### config.mk
export PLATFORM = sky130hd
export DESIGN_NAME = nand_host_ctrl
export DESIGN_NICKNAME = d
export VERILOG_FILES = /design/src/rtl/nand_host_pkg.sv /design/src/rtl/nand_pair_buffer.sv /design/src/rtl/nand_host_ctrl.sv
export SDC_FILE = /design/constraint.sdc
export NUM_CORES = 1
export LEC_CHECK = 0
export BUFFER_PORTS_ARGS = -buffer_cell sky130_fd_sc_hd__buf_2
export CAP_MARGIN = 20
export CORE_MARGIN = 2
export CORE_UTILIZATION = 60
export DETAILED_ROUTE_END_ITERATION = 6
export PLACE_DENSITY = 0.85
export SLEW_MARGIN = 20
export SYNTH_ARGS = -nofsm -noshare
export SYNTH_HDL_FRONTEND = slang
export SYNTH_SLANG_ARGS = --single-unit
### constraint.sdc
create_clock -name clk -period 9.2 [get_ports clk]
set_input_delay 0.46 -clock clk [delete_from_list [all_inputs] [get_ports clk]]
set_output_delay 0.46 -clock clk [all_outputs]
set_load 0.02 [all_outputs]
### src/rtl/nand_host_pkg.sv
// Purpose: Shared constants, types and helpers for the NAND flash host controller
// Assumes: 200 MHz system clock, one device on the bus
// Notes:   Pin timing figures are plain defaults, to be tuned to the part in use
package nand_host_pkg;

    ////////////////////////////////////////////////////////////////////////////
    // Timing
    localparam int CLK_PERIOD_NS = 5;
    localparam int T_STROBE_NS = 25;      // Least low and least high time of a strobe
    localparam int T_WB_NS = 100;         // Longest time from last strobe to busy going low
    localparam int STROBE_CYC = (T_STROBE_NS + CLK_PERIOD_NS - 1) / CLK_PERIOD_NS;
    localparam int WB_CYC = (T_WB_NS + CLK_PERIOD_NS - 1) / CLK_PERIOD_NS;
    localparam int ADDR_CYCLES = 5;

    ////////////////////////////////////////////////////////////////////////////
    // Command codes
    localparam logic [7:0] CMD_READ = 8'h00;
    localparam logic [7:0] CMD_READ_GO = 8'h30;
    localparam logic [7:0] CMD_READ_CPY = 8'h35;
    localparam logic [7:0] CMD_ID = 8'h90;
    localparam logic [7:0] CMD_RESET = 8'hff;
    localparam logic [7:0] CMD_PROG = 8'h80;
    localparam logic [7:0] CMD_CPY_PROG = 8'h85;
    localparam logic [7:0] CMD_PROG_GO = 8'h10;
    localparam logic [7:0] CMD_PLANE_NEXT = 8'h11;
    localparam logic [7:0] CMD_PLANE2 = 8'h81;
    localparam logic [7:0] CMD_ERASE = 8'h60;
    localparam logic [7:0] CMD_ERASE_GO = 8'hd0;
    localparam logic [7:0] CMD_STATUS = 8'h70;
    localparam logic [7:0] CMD_COL_OUT = 8'h05;
    localparam logic [7:0] CMD_COL_OUT_GO = 8'he0;
    localparam logic [7:0] CMD_CACHE = 8'h31;
    localparam logic [7:0] CMD_CACHE_END = 8'h3f;
    localparam logic [7:0] CMD_EDC_STATUS = 8'h7b;

    ////////////////////////////////////////////////////////////////////////////
    // Types
    typedef enum logic [2:0] {OP_CMD, OP_ADDR, OP_WRITE, OP_READ, OP_WAIT} op_t;

    typedef struct packed {
        op_t op;
        logic [7:0] code;     // Command code for OP_CMD
        logic [11:0] col;     // Column for OP_ADDR
        logic [16:0] row;     // Page and block for OP_ADDR
        logic [11:0] count;   // Words for OP_WRITE and OP_READ, at least one
    } req_t;

    typedef struct packed {
        logic ceN;
        logic cle;
        logic ale;
        logic weN;
        logic reN;
        logic wpN;
    } pins_t;

    ////////////////////////////////////////////////////////////////////////////
    // Helpers
    // Address byte of a given cycle; unused positions are low
    function automatic logic [7:0] addrByte(input logic [2:0] idx, input logic [11:0] col,
                                            input logic [16:0] row, input logic wide);
        logic [7:0] b;
        b = 8'h00;
        unique case (idx)
            3'h0: b = col[7:0];
            3'h1: b = wide ? {5'h00, col[10:8]} : {4'h0, col[11:8]};
            3'h2: b = row[7:0];
            3'h3: b = row[15:8];
            3'h4: b = {7'h00, row[16]};
            default: b = 8'h00;
        endcase
        return b;
    endfunction

    // Codes that lead to a program or an erase
    function automatic logic isModifying(input logic [7:0] c);
        return c == CMD_PROG || c == CMD_CPY_PROG || c == CMD_PROG_GO || c == CMD_PLANE_NEXT
            || c == CMD_PLANE2 || c == CMD_ERASE || c == CMD_ERASE_GO;
    endfunction

    // Codes that a busy device still takes
    function automatic logic busyOk(input logic [7:0] c);
        return c == CMD_RESET || c == CMD_STATUS;
    endfunction

endpackage

### src/rtl/nand_pair_buffer.sv
// Purpose: Two-entry buffer with valid and ready on both sides
// Assumes: Single clock, synchronous active-high reset
// Notes:   Full throughput; a stalled reader makes inReady fall after two words
`timescale 1ns/1ps
`default_nettype none
module nand_pair_buffer #(
    parameter int WIDTH = 16
) (
    // Clock and reset
    input wire logic clk,
    input wire logic rst,
    // Filling side
    input wire logic inValid,
    output logic inReady,
    input wire logic [WIDTH-1:0] inData,
    // Draining side
    output logic outValid,
    input wire logic outReady,
    output logic [WIDTH-1:0] outData
);
    logic [WIDTH-1:0] mem [2];
    logic wrPtr;
    logic rdPtr;
    logic [1:0] fill;
    logic push;
    logic pop;

    ////////////////////////////////////////////////////////////////////////////
    // Handshakes
    assign push = inValid && inReady;
    assign pop = outValid && outReady;
    assign inReady = fill != 2'h2;   // Honest full
    assign outValid = fill != 2'h0;  // Honest empty
    assign outData = mem[rdPtr];

    // Storage
    always_ff @(posedge clk)
    begin
        if (push)
        begin
            mem[wrPtr] <= inData;
        end
    end

    // Pointers and fill level
    always_ff @(posedge clk)
    begin
        if (rst)
        begin
            wrPtr <= 1'b0;
            rdPtr <= 1'b0;
            fill <= 2'h0;
        end
        else
        begin
            if (push)
                wrPtr <= ~wrPtr;
            if (pop)
                rdPtr <= ~rdPtr;
            if (push && !pop)
                fill <= fill + 2'h1;
            else if (pop && !push)
                fill <= fill - 2'h1;
        end
    end

    a_fill_bound: assert property (@(posedge clk) disable iff (rst) fill <= 2'h2)
        else $error("Buffer fill level out of range");

endmodule // nand_pair_buffer
`default_nettype wire

### src/rtl/nand_host_ctrl.sv
// Purpose: Host controller that drives a NAND flash through its bus pins
// Assumes: One device; WIDE selects the word-wide organisation
// Notes:   Rules carried out by this block follow
// Operation
// - Byte-wide address: five cycles, column then row
// - Word-wide address: five cycles, upper lines unused
// - Unused address bit positions driven low
// - Command: CLE high, ALE low, RE high
// - Address: ALE high, CLE low, five cycles
// - Data in needs latches low, protect high
// - Data out on RE falling, WE high
// - Busy wait: latches, CE low, strobes high
// - Command and address on lowest eight lines
`timescale 1ns/1ps
`default_nettype none
module nand_host_ctrl #(
    parameter bit WIDE = 1'b0
) (
    // Clock and reset
    input wire logic clk,
    input wire logic rst,
    // Orders
    input wire logic reqValid,
    output logic reqReady,
    input wire nand_host_pkg::req_t req,
    output logic opDone,
    input wire logic protect,
    output logic deviceReady,
    // Write data
    input wire logic wrValid,
    output logic wrReady,
    input wire logic [15:0] wrData,
    // Read data
    output logic rdValid,
    input wire logic rdReady,
    output logic [15:0] rdData,
    // Device pins
    output nand_host_pkg::pins_t nandCtl,
    output logic [15:0] ioOut,
    output logic ioOe,
    input wire logic [15:0] ioIn,
    input wire logic readyBusyIn
);
    typedef enum {ST_IDLE, ST_FETCH, ST_LOW, ST_HIGH, ST_WAITWB, ST_WAITRB} state_t;

    state_t state;
    state_t next_state;
    nand_host_pkg::req_t cur;
    logic [11:0] itemIdx;
    logic [7:0] phaseCnt;
    logic [7:0] wbCnt;
    logic tick;
    logic lastItem;
    logic canGo;
    logic accept;
    logic refuse;
    logic rbMeta;
    logic rbSync;
    logic [15:0] ioMeta;
    logic [15:0] ioSync;
    logic bufInValid;
    logic bufInReady;
    logic [15:0] bufInData;
    logic cpyCtx;
    logic cacheCtx;
    logic [7:0] lastCode;

    ////////////////////////////////////////////////////////////////////////////
    // Pin input synchronisers
    always_ff @(posedge clk)
    begin
        if (rst)
        begin
            rbMeta <= 1'b0;
            rbSync <= 1'b0;
            ioMeta <= 16'h0000;
            ioSync <= 16'h0000;
        end
        else
        begin
            rbMeta <= readyBusyIn;
            rbSync <= rbMeta;
            ioMeta <= ioIn;
            ioSync <= ioMeta;
        end
    end
    assign deviceReady = rbSync;

    ////////////////////////////////////////////////////////////////////////////
    // Order acceptance; refused codes simply hold reqReady low
    always_comb
    begin
        refuse = 1'b0;
        if (req.op == nand_host_pkg::OP_CMD)
        begin
            if (!rbSync && !nand_host_pkg::busyOk(req.code))
                refuse = 1'b1;
            if (protect && nand_host_pkg::isModifying(req.code))
                refuse = 1'b1;
            if (req.code == nand_host_pkg::CMD_EDC_STATUS && !cpyCtx)
                refuse = 1'b1;
            if (req.code == nand_host_pkg::CMD_CACHE
                && !(lastCode == nand_host_pkg::CMD_READ || cacheCtx))
                refuse = 1'b1;
        end
        else if (req.op == nand_host_pkg::OP_WRITE && protect)
            refuse = 1'b1;
    end
    assign reqReady = state == ST_IDLE && !refuse;
    assign accept = reqValid && reqReady;

    // Command context: copy-back and cache reading sequences
    always_ff @(posedge clk)
    begin
        if (rst)
        begin
            cpyCtx <= 1'b0;
            cacheCtx <= 1'b0;
            lastCode <= nand_host_pkg::CMD_RESET;
        end
        else if (accept && req.op == nand_host_pkg::OP_CMD)
        begin
            lastCode <= req.code;
            if (req.code == nand_host_pkg::CMD_READ_CPY || req.code == nand_host_pkg::CMD_CPY_PROG)
                cpyCtx <= 1'b1;
            else if (req.code == nand_host_pkg::CMD_PROG || req.code == nand_host_pkg::CMD_ERASE
                     || req.code == nand_host_pkg::CMD_RESET
                     || req.code == nand_host_pkg::CMD_READ_GO)
                cpyCtx <= 1'b0;
            if (req.code == nand_host_pkg::CMD_CACHE)
                cacheCtx <= 1'b1;
            else if (req.code == nand_host_pkg::CMD_CACHE_END
                     || req.code == nand_host_pkg::CMD_RESET)
                cacheCtx <= 1'b0;
        end
    end

    ////////////////////////////////////////////////////////////////////////////
    // Sequencer
    assign tick = phaseCnt == 8'(nand_host_pkg::STROBE_CYC - 1);
    always_comb
    begin
        unique case (cur.op)
            nand_host_pkg::OP_CMD: lastItem = 1'b1;
            nand_host_pkg::OP_ADDR: lastItem = itemIdx == 12'(nand_host_pkg::ADDR_CYCLES - 1);
            default: lastItem = itemIdx + 12'h001 >= cur.count;
        endcase
    end
    // Data items wait for a word to send or room to store one
    always_comb
    begin
        unique case (cur.op)
            nand_host_pkg::OP_WRITE: canGo = wrValid;
            nand_host_pkg::OP_READ: canGo = bufInReady;
            default: canGo = 1'b1;
        endcase
    end
    assign wrReady = state == ST_FETCH && cur.op == nand_host_pkg::OP_WRITE;

    always_comb
    begin
        next_state = state;
        unique case (state)
            ST_IDLE:
                if (accept)
                    next_state = (req.op == nand_host_pkg::OP_WAIT) ? ST_WAITWB : ST_FETCH;
            ST_FETCH:
                if (canGo)
                    next_state = ST_LOW;
            ST_LOW:
                if (tick)
                    next_state = ST_HIGH;
            ST_HIGH:
                if (tick)
                    next_state = lastItem ? ST_IDLE : ST_FETCH;
            ST_WAITWB:
                if (wbCnt == 8'(nand_host_pkg::WB_CYC - 1))
                    next_state = ST_WAITRB;
            ST_WAITRB:
                if (rbSync)
                    next_state = ST_IDLE;
        endcase
    end
    assign opDone = (state == ST_HIGH && tick && lastItem) || (state == ST_WAITRB && rbSync);

    // State, order and counters
    always_ff @(posedge clk)
    begin
        if (rst)
        begin
            state <= ST_IDLE;
            cur <= '0;
            itemIdx <= 12'h000;
            phaseCnt <= 8'h00;
            wbCnt <= 8'h00;
        end
        else
        begin
            state <= next_state;
            if (accept)
                cur <= req;
            if (state == ST_IDLE)
                itemIdx <= 12'h000;
            else if (state == ST_HIGH && tick)
                itemIdx <= itemIdx + 12'h001;
            // Strobe phase divider: one tick per half period
            if ((state == ST_LOW || state == ST_HIGH) && !tick)
                phaseCnt <= phaseCnt + 8'h01;
            else
                phaseCnt <= 8'h00;
            wbCnt <= (state == ST_WAITWB) ? wbCnt + 8'h01 : 8'h00;
        end
    end

    ////////////////////////////////////////////////////////////////////////////
    // Pin drive, all from flops so no glitch reaches the strobes
    always_ff @(posedge clk)
    begin
        if (rst)
        begin
            nandCtl <= '{ceN: 1'b1, cle: 1'b0, ale: 1'b0, weN: 1'b1, reN: 1'b1, wpN: 1'b0};
            ioOut <= 16'h0000;
            ioOe <= 1'b0;
        end
        else
        begin
            nandCtl.wpN <= !protect;
            unique case (next_state)
                ST_IDLE:
                begin
                    nandCtl.ceN <= 1'b1;
                    nandCtl.cle <= 1'b0;
                    nandCtl.ale <= 1'b0;
                    nandCtl.weN <= 1'b1;
                    nandCtl.reN <= 1'b1;
                    ioOe <= 1'b0;
                end
                ST_FETCH, ST_HIGH:
                begin
                    // Rising strobe; latches and data held across the edge
                    nandCtl.ceN <= 1'b0;
                    nandCtl.weN <= 1'b1;
                    nandCtl.reN <= 1'b1;
                end
                ST_LOW:
                begin
                    nandCtl.ceN <= 1'b0;
                    nandCtl.cle <= cur.op == nand_host_pkg::OP_CMD;
                    nandCtl.ale <= cur.op == nand_host_pkg::OP_ADDR;
                    nandCtl.weN <= cur.op == nand_host_pkg::OP_READ;
                    nandCtl.reN <= cur.op != nand_host_pkg::OP_READ;
                    ioOe <= cur.op != nand_host_pkg::OP_READ;
                    if (state == ST_FETCH)
                    begin
                        unique case (cur.op)
                            nand_host_pkg::OP_CMD:
                                ioOut <= {8'h00, cur.code};
                            nand_host_pkg::OP_ADDR:
                                ioOut <= {8'h00, nand_host_pkg::addrByte(itemIdx[2:0], cur.col,
                                          cur.row, WIDE)};
                            default:
                                ioOut <= WIDE ? wrData : {8'h00, wrData[7:0]};
                        endcase
                    end
                end
                ST_WAITWB, ST_WAITRB:
                begin
                    nandCtl.ceN <= 1'b0;
                    nandCtl.cle <= 1'b0;
                    nandCtl.ale <= 1'b0;
                    nandCtl.weN <= 1'b1;
                    nandCtl.reN <= 1'b1;
                    ioOe <= 1'b0;
                end
            endcase
        end
    end

    ////////////////////////////////////////////////////////////////////////////
    // Read path: word sampled late in the RE low phase, after the sync delay
    assign bufInValid = state == ST_LOW && tick && cur.op == nand_host_pkg::OP_READ;
    assign bufInData = WIDE ? ioSync : {8'h00, ioSync[7:0]};

    nand_pair_buffer #(.WIDTH(16)) readBuf (
        .clk(clk),
        .rst(rst),
        .inValid(bufInValid),
        .inReady(bufInReady),
        .inData(bufInData),
        .outValid(rdValid),
        .outReady(rdReady),
        .outData(rdData)
    );

    ////////////////////////////////////////////////////////////////////////////
    // Checks
    a_cmd_latch_pins: assert property (@(posedge clk) disable iff (rst)
        nandCtl.cle |-> !nandCtl.ale && nandCtl.reN && !nandCtl.ceN)
        else $error("Command latch with bad control pins");
    a_addr_latch_pins: assert property (@(posedge clk) disable iff (rst)
        nandCtl.ale |-> !nandCtl.cle && nandCtl.reN && ioOut[15:8] == 8'h00)
        else $error("Address latch with bad control pins");
    a_addr_fifth_zero: assert property (@(posedge clk) disable iff (rst)
        nandCtl.ale && !nandCtl.weN && itemIdx == 12'h004 |-> ioOut[7:1] == 7'h00)
        else $error("Fifth address cycle has stray bits");
    a_data_in_wp: assert property (@(posedge clk) disable iff (rst)
        !nandCtl.weN && !nandCtl.cle && !nandCtl.ale |-> nandCtl.wpN)
        else $error("Data input strobe with protect low");
    a_read_we_high: assert property (@(posedge clk) disable iff (rst)
        !nandCtl.reN |-> nandCtl.weN && !nandCtl.cle && !nandCtl.ale && !nandCtl.ceN)
        else $error("Read strobe with bad control pins");
    a_busy_cmd_filter: assert property (@(posedge clk) disable iff (rst)
        accept && req.op == nand_host_pkg::OP_CMD && !rbSync
        |-> nand_host_pkg::busyOk(req.code))
        else $error("Command sent while device busy");
    a_edc_context: assert property (@(posedge clk) disable iff (rst)
        accept && req.op == nand_host_pkg::OP_CMD && req.code == nand_host_pkg::CMD_EDC_STATUS
        |-> cpyCtx)
        else $error("Error detection status read outside copy-back");
    a_addr_five_cycles: assert property (@(posedge clk) disable iff (rst)
        accept && req.op == nand_host_pkg::OP_ADDR
        |-> ##[40:60] opDone && itemIdx == 12'h004)
        else $error("Address did not finish in five cycles");
    a_wait_pins: assert property (@(posedge clk) disable iff (rst)
        state == ST_WAITRB |-> !nandCtl.ceN && nandCtl.weN && nandCtl.reN && !ioOe)
        else $error("Busy wait with bad control pins");

    c_cmd_sent: cover property (@(posedge clk) disable iff (rst)
        opDone && cur.op == nand_host_pkg::OP_CMD);
    c_read_stall: cover property (@(posedge clk) disable iff (rst)
        state == ST_FETCH && cur.op == nand_host_pkg::OP_READ && !bufInReady);
    c_busy_done: cover property (@(posedge clk) disable iff (rst)
        state == ST_WAITRB ##1 state == ST_IDLE);

endmodule // nand_host_ctrl
`default_nettype wire

Word-level counts from Yosys, hierarchy flattened
Memories as Yosys holds them, arrays and structs flattened. A register that Yosys moved wholly into a read port is not among the register bits.
Index checks and enable logic that the tools add are counted.
- register bits: 167
- bits in writable memories: 16
- bits of input ports: 91
- output and inout port bits: 44
- logic and storage cells: 178
- memories kept: 1
- memory list (memory ; depth ; bits a word ; rd ports ; clocked after memory_dff ; wr ports ; line ; RTL):
    readBuf.mem ; 2 ; 8 ; 1 ; 1 ; 1 ; nand_pair_buffer.sv:21 ; logic [WIDTH-1:0] mem [2];
- $add $sub $neg: 5
- magnitude comparators: 1
- eq/ne operators: 43
- mux-type cells: 33
- bitwise gates (word level): 4
- reductions and logical operators: 64
- operators by type and width (cell ; count):
    equality test 32 x 3 -> 1 bit (second input constant) ; 6
    two-way mux 32 bit ; 6
    one-hot mux 32 bit (6 select lines) ; 1
    equality test 32 x 2 -> 1 bit (second input constant) ; 5
    zero test 32 bit ; 3
    equality test 32 x 1 -> 1 bit (second input constant) ; 2
    equality test 32 x 4 -> 1 bit (second input constant) ; 2
    equality test 8 bit (second input constant) ; 5
    one-hot mux 8 bit (5 select lines) ; 1
    equality test 8 x 6 -> 1 bit (second input constant) ; 4
    equality test 8 x 5 -> 1 bit (second input constant) ; 3
    equality test 8 x 7 -> 1 bit (second input constant) ; 3
    logical AND 1 bit ; 19
    adder 8 x 1 -> 8 bit (second input constant) ; 2
    one-hot mux 8 bit (2 select lines) ; 1
    equality test 3 x 2 -> 1 bit (second input constant) ; 5
    logical OR 1 bit ; 15
    two-way mux 1 bit ; 15
    adder 12 x 1 -> 12 bit (second input constant) ; 1
    equality test 12 x 3 -> 1 bit (second input constant) ; 1
    >= comparator 12 bit ; 1
    nonzero test 2 bit ; 5
    OR reduction 5 bit ; 2
    zero test 1 bit ; 9
    17 further kinds ; 33

Logic depth before layout (Yosys ltp)
- depth after elaboration: 20
- depth in mapped cells: 14
- mapped depth without buffers: 14

Hierarchy
A second synthesis with hierarchy kept.
- cells, all modules: 800
- area, all modules: 8171.6 µm²
- by module, submodules not included (module ; times used ; cells each ; area each (µm²) ; seq. area each (µm²)):
    nand_host_ctrl ; 1 ; 726 ; 6795.3 ; 3103.0
    nand_pair_buffer ; 1 ; 74 ; 1376.3 ; 1061.0

Worst setup path before layout
OpenSTA, ideal clock, no wires.
- kind: reg2reg
- start point: register itemIdx[2]
- end point: register nandCtl[5] in the netlist's numbering
- library setup time: 122 ps
- arrival time: 3319 ps
- data required time: 9078 ps
- slack: 5759 ps
- cell stages (with the launch flop): 14
- buffers on the path: 1
- period minus slack after synthesis: 3441 ps
- cell sequence: dfxtp_1 clkbuf_1 nand3_1 nor4_1 and3_1 xor2_1 ha_1 and4_1 a2111oi_0 o21ai_0 o2111ai_1 a21o_1 nor2_1 a311o_1
- cells in the longest elaborated chain, start to end: 9
- elaborated cells between the ends (all ways): 15
- classes of those cells: 1 x add/sub; 1 x order compare; 6 x eq/ne; 5 x mux; 2 x reduce/logical
- ends and longest elaborated chain (item ; line ; RTL):
    from (decl) ; nand_host_ctrl.sv:49 ; logic [11:0] itemIdx;
    from (signal assigned) ; nand_host_ctrl.sv:205 ; itemIdx <= itemIdx + 12'h001;
    adder 12 x 1 -> 12 bit ; nand_host_ctrl.sv:146 ; default: lastItem = itemIdx + 12'h001 >= cur.count;
    >= comparator 12 bit ; nand_host_ctrl.sv:146 ;
    one-hot mux 1 bit (2 select lines) (*) ; nand_host_ctrl.sv:143 ; unique case (cur.op)
    two-way mux 1 bit (*) ; nand_host_ctrl.sv:175 ; next_state = lastItem ? ST_IDLE : ST_FETCH;
    two-way mux 32 bit (*) ; nand_host_ctrl.sv:174 ; if (tick)
    one-hot mux 32 bit (6 select lines) (*) ; nand_host_ctrl.sv:163 ; unique case (state)
    equality test 32 x 3 -> 1 bit (tied with other cells) ; nand_host_ctrl.sv:228 ; unique case (next_state)
    OR reduction 5 bit (no source line) ; - ;
    one-hot mux 1 bit (2 select lines) (*) ; nand_host_ctrl.sv:228 ;
    to (signal assigned) ; nand_host_ctrl.sv:221 ; nandCtl <= '{ceN: 1'b1, cle: 1'b0, ale: 1'b0, weN: 1'b1, reN: 1'b1, wpN: 1'b0};
    to (decl) ; nand_host_ctrl.sv:38 ; output nand_host_pkg::pins_t nandCtl,
Mark *: on every way between the ends. The rest lies on a longest branch, timed or not.
A chain may end at the register's enable or synchronous reset.

Final worst setup path
- start point: register itemIdx[2]
- end point: output port opDone
- cells in the longest elaborated chain, start to end: 5
- elaborated cells between the ends (all ways): 6
- classes of those cells: 1 x add/sub; 1 x order compare; 1 x eq/ne; 1 x mux; 2 x reduce/logical
- ends and longest elaborated chain (item ; line ; RTL):
    adder 12 x 1 -> 12 bit ; nand_host_ctrl.sv:146 ;
    >= comparator 12 bit ; nand_host_ctrl.sv:146 ;
    one-hot mux 1 bit (2 select lines) (*) ; nand_host_ctrl.sv:143 ;
    logical AND 1 bit (*) ; nand_host_ctrl.sv:184 ; assign opDone = (state == ST_HIGH && tick && lastItem) || (state == ST_WAITRB && rbSync);
    logical OR 1 bit (*) ; nand_host_ctrl.sv:184 ;
    to (decl) ; nand_host_ctrl.sv:26 ; output logic opDone,
Marks and branches as above.

==> results.json <==
{
  "setup-violations-final": 0,
  "yosys.area_share.simple_pct": 23.5,
  "route.detailed.drc": 0,
  "end_kind": "output pin",
  "ys_top_cells_by_count": "160 x dfxtp_1, 134 x nand2_1, 69 x a21oi_1, 59 x nor2_1, 52 x nor2b_1",
  "dr.pass1.iters": 6,
  "cts_resized": 0,
  "synth_edf_count": 16,
  "worstReg2RegStart": "itemIdx[2]$_SDFFE_PP0P_",
  "avgSynthCellArea_um2": 9.03,
  "critPathKind": "register to output pin",
  "grt_max_degree": 88,
  "clock_path_buffers": 2,
  "syn_inst": 844,
  "portBuffers": 102,
  "maxSlewViolCount": 0,
  "gr-total-overflow": 0,
  "cts_buffers": 17,
  "clkSlewWorstSetupHoldPaths_ps": 70,
  "ir_drop_uv": 154,
  "num_rows": 41,
  "powerDensity_mw_per_mm2": 217,
  "synthArstFlopShare_pct": 0,
  "postCtsHoldBufs": 0,
  "finalCritPeriodShare_pct": 47.1,
  "dp_hpwl_mm": 10.8,
  "synth_compound_area_share_pct": 13.5,
  "p_seq_share_pct": 45.0,
  "rsz0062_at_grt": "no",
  "seq_area_frac_synth_pct": 48.3,
  "finalSetupTns_ps": 0,
  "crit_arrival_ps": 3870,
  "routed_via_density": 5.53,
  "leakagePower_uw": 0.00361,
  "worstMarginPinSlew_ps": 1030,
  "die_x_um": 117,
  "critical_path.top_delay_family": "simple AND/OR/NAND/NOR gates",
  "io-pin-count": 135,
  "rrSetupSlack_ps": 5250,
  "crit_required_ps": 8740,
  "grt_pass1_wl_mm": 26.7,
  "reg2reg_to": "nandCtl[3]$_SDFFE_PP0P_",
  "ant_nets": 0,
  "hold_ws_ps": 242,
  "cp_max_fo": 11,
  "status": "complete, no violations",
  "power_frac_comb_pct": 14.5,
  "hold_class": "input port to register",
  "hold_depth": 2,
  "ys_warn_count": 0,
  "dr_total_vias": 6116,
  "clkPwrFrac_pct": 40.5,
  "yosys.area.top_type": "dfxtp_1",
  "sw_frac_of_total_pct": 27.1,
  "drtIter0Drc": 511,
  "synth_top_family_by_area": "simple AND/OR/NAND/NOR gates",
  "drive_above_1_share_pct": 16.5,
  "yosysMostFrequentCell": "dfxtp_1",
  "synth_adder_area_share_pct": 3.45,
  "die_h_um": 117,
  "fmax_mhz": 231,
  "synthTopCellsByArea": "dfxtp_1 42%, nand2_1 6.6%, edfxtp_1 6.3%",
  "root_buffer": "clkbuf_16",
  "antenna_found_initial": 1,
  "post_cts_buffers": 0,
  "synth_mux_area_share_pct": 1.45,
  "hold_end": "ioMeta[0]$_SDFF_PP0_",
  "htreeDepth": 4,
  "relSlewSlack_pct": 31.1,
  "core_area_mm2": 0.0125,
  "hp-start": "ioIn[0]",
  "cp_cell_sequence": "nand3_1, nor4_1, and3_1, xor2_1, ha_1, and4_1, a2111oi_0, o21ai_0, o2111a_1, o2bb2ai_1, buf_2",
  "slowest_stage": "nor4_1",
  "grt_pass1_vias": 5699,
  "fin_crit_ps": 4330,
  "startpoint_type": "register",
  "hold_viol": 0,
  "p_int_uw": 1380,
  "routabilityCongestion": 0.934,
  "ys_ff_latch": 176,
  "slowest_delay_ps": 560,
  "route.final.wire_length_mm": 16.6,
  "fin_skew_ps": 8.44,
  "wl_per_cell_um": 15.0,
  "syn-cell-area_mm2": 0.00762,
  "clock_latency_ps": 430,
  "ys_types": 62,
  "synth_xor_area_share_pct": 3.91,
  "nets": 1031,
  "crit_buf_inv": 1,
  "p_sw_uw": 511,
  "r2r_cells": 12,
  "synthToLayoutAreaGrowth_pct": 14.6,
  "synthFlopType": "dfxtp_1",
  "fp.dieArea_mm2": 0.0136,
  "grt.total_usage_pct": 25.0,
  "start_util_pct": 60.9,
  "synth_top_area_share_pct": 42.0,
  "cts_tree": "built",
  "drv_cap": 0,
  "cts_sinks": 176
}
-- registers in the layout, indices dropped and copies added, names as in the netlist, 2 cells and up, named ones only --
register	count
cur	52
state	32
readBuf.mem	16
itemIdx	12
ioMeta	8
ioOut	8
ioSync	8
lastCode	8
phaseCnt	8
wbCnt	8
nandCtl	6
readBuf.fill	2
-- area by class of cell --
type	count	area, µm²
Timing Repair Buffer	104	541
Fill cell	944	3790
Sequential cell	176	3680
Antenna cell	1	2.50
Clock buffer	18	439
Inverter	29	109
Multi-Input combinational cell	591	3550
Tap cell	172	215
Clock inverter	14	185
-- layer usage --
layer	global-route usage, %	share of wire (%)
met1	32.5	45
met2	40.1	47
met3	5.40	5.8
met4	11.4	3.0
met5	0	0
-- worst max path at each step --
stage,cells past startpoint,end,slack [ps],start
after global placement,12,nandCtl[3]$_SDFFE_PP0P_,5340,itemIdx[2]$_SDFFE_PP0P_
after detailed placement,12,nandCtl[3]$_SDFFE_PP0P_,5300,itemIdx[2]$_SDFFE_PP0P_
final,11,opDone,4870,itemIdx[2]$_SDFFE_PP0P_
after global routing,11,opDone,4610,itemIdx[2]$_SDFFE_PP0P_
after CTS,11,opDone,4890,itemIdx[2]$_SDFFE_PP0P_
after floorplan,13,nandCtl[5]$_SDFF_PP1_,5760,itemIdx[2]$_SDFFE_PP0P_
-- worst reg2reg max path, delay by kind of cell (launching register included) --
family	cells	cell delay [ps]
adder cells (fa/ha/maj)	1	270
XOR/XNOR	1	160
AND/OR/NAND/NOR	4	1270
AO/OA/AOI/OAI	6	1640
flip-flops	1	520
-- power by group through the flow --
| stage | Sequential (µW) | Combinational [µW] | Clock [µW] |
|---|---|---|---|
| finish | 851 | 273 | 766 |
| global route | 855 | 305 | 799 |
| CTS | 850 | 267 | 772 |
| detailed placement | 865 | 264 | 0 |
| global placement | 864 | 258 | 0 |
| floorplan | 865 | 200 | 0 |
-- metrics by stage --
step           instances  worst slack [ps]  utilization [%]  cell area [µm²]  power (µW)
2_1_floorplan        859              5760                -             7670        1060
3_3_place_gp        1071              5340             64.6             8080        1120
3_5_place_dp        1071              5300             64.6             8080        1130
4_1_cts             1103              4890             69.6             8710        1890
5_1_grt             1105              4610             69.7             8730        1960
6_report            1105              4870             69.7             8730        1890
-- kinds of logic (layout without fill, tap and decap cells) --
| group | Yosys count | in the layout |
|---|---|---|
| AO/OA/AOI/OAI | 150 | 150 |
| adder cells (fa/ha/maj) | 21 | 21 |
| other | 1 | 17 |
| multiplexers | 10 | 10 |
| flip-flops | 176 | 176 |
| AND/OR/NAND/NOR | 360 | 360 |
| XOR/XNOR | 34 | 34 |
| buffers and inverters | 92 | 165 |
-- layout by cell type, fill, tap and decap left out, types with 4 or more instances in the layout --
master     count
a211o_1        9
a211oi_1      11
a21o_1         5
a21oi_1       69
a221oi_1       9
a222oi_1       8
and2_1         5
and3_1        27
and4_1         4
buf_2        101
bufinv_16      4
clkbuf_16     17
conb_1        16
dfxtp_1      160
edfxtp_1      16
ha_1          21
inv_1         29
mux2_2         8
nand2_1      134
nand2b_1       5
nand3_1       16
nand4_1        8
nor2_1        59
nor2b_1       52
nor3_1        14
nor4_1         7
o21ai_0       11
or3_1          6
or4_1          7
xnor2_1        8
xor2_1        26
Power figures use the tool's default switching activity.
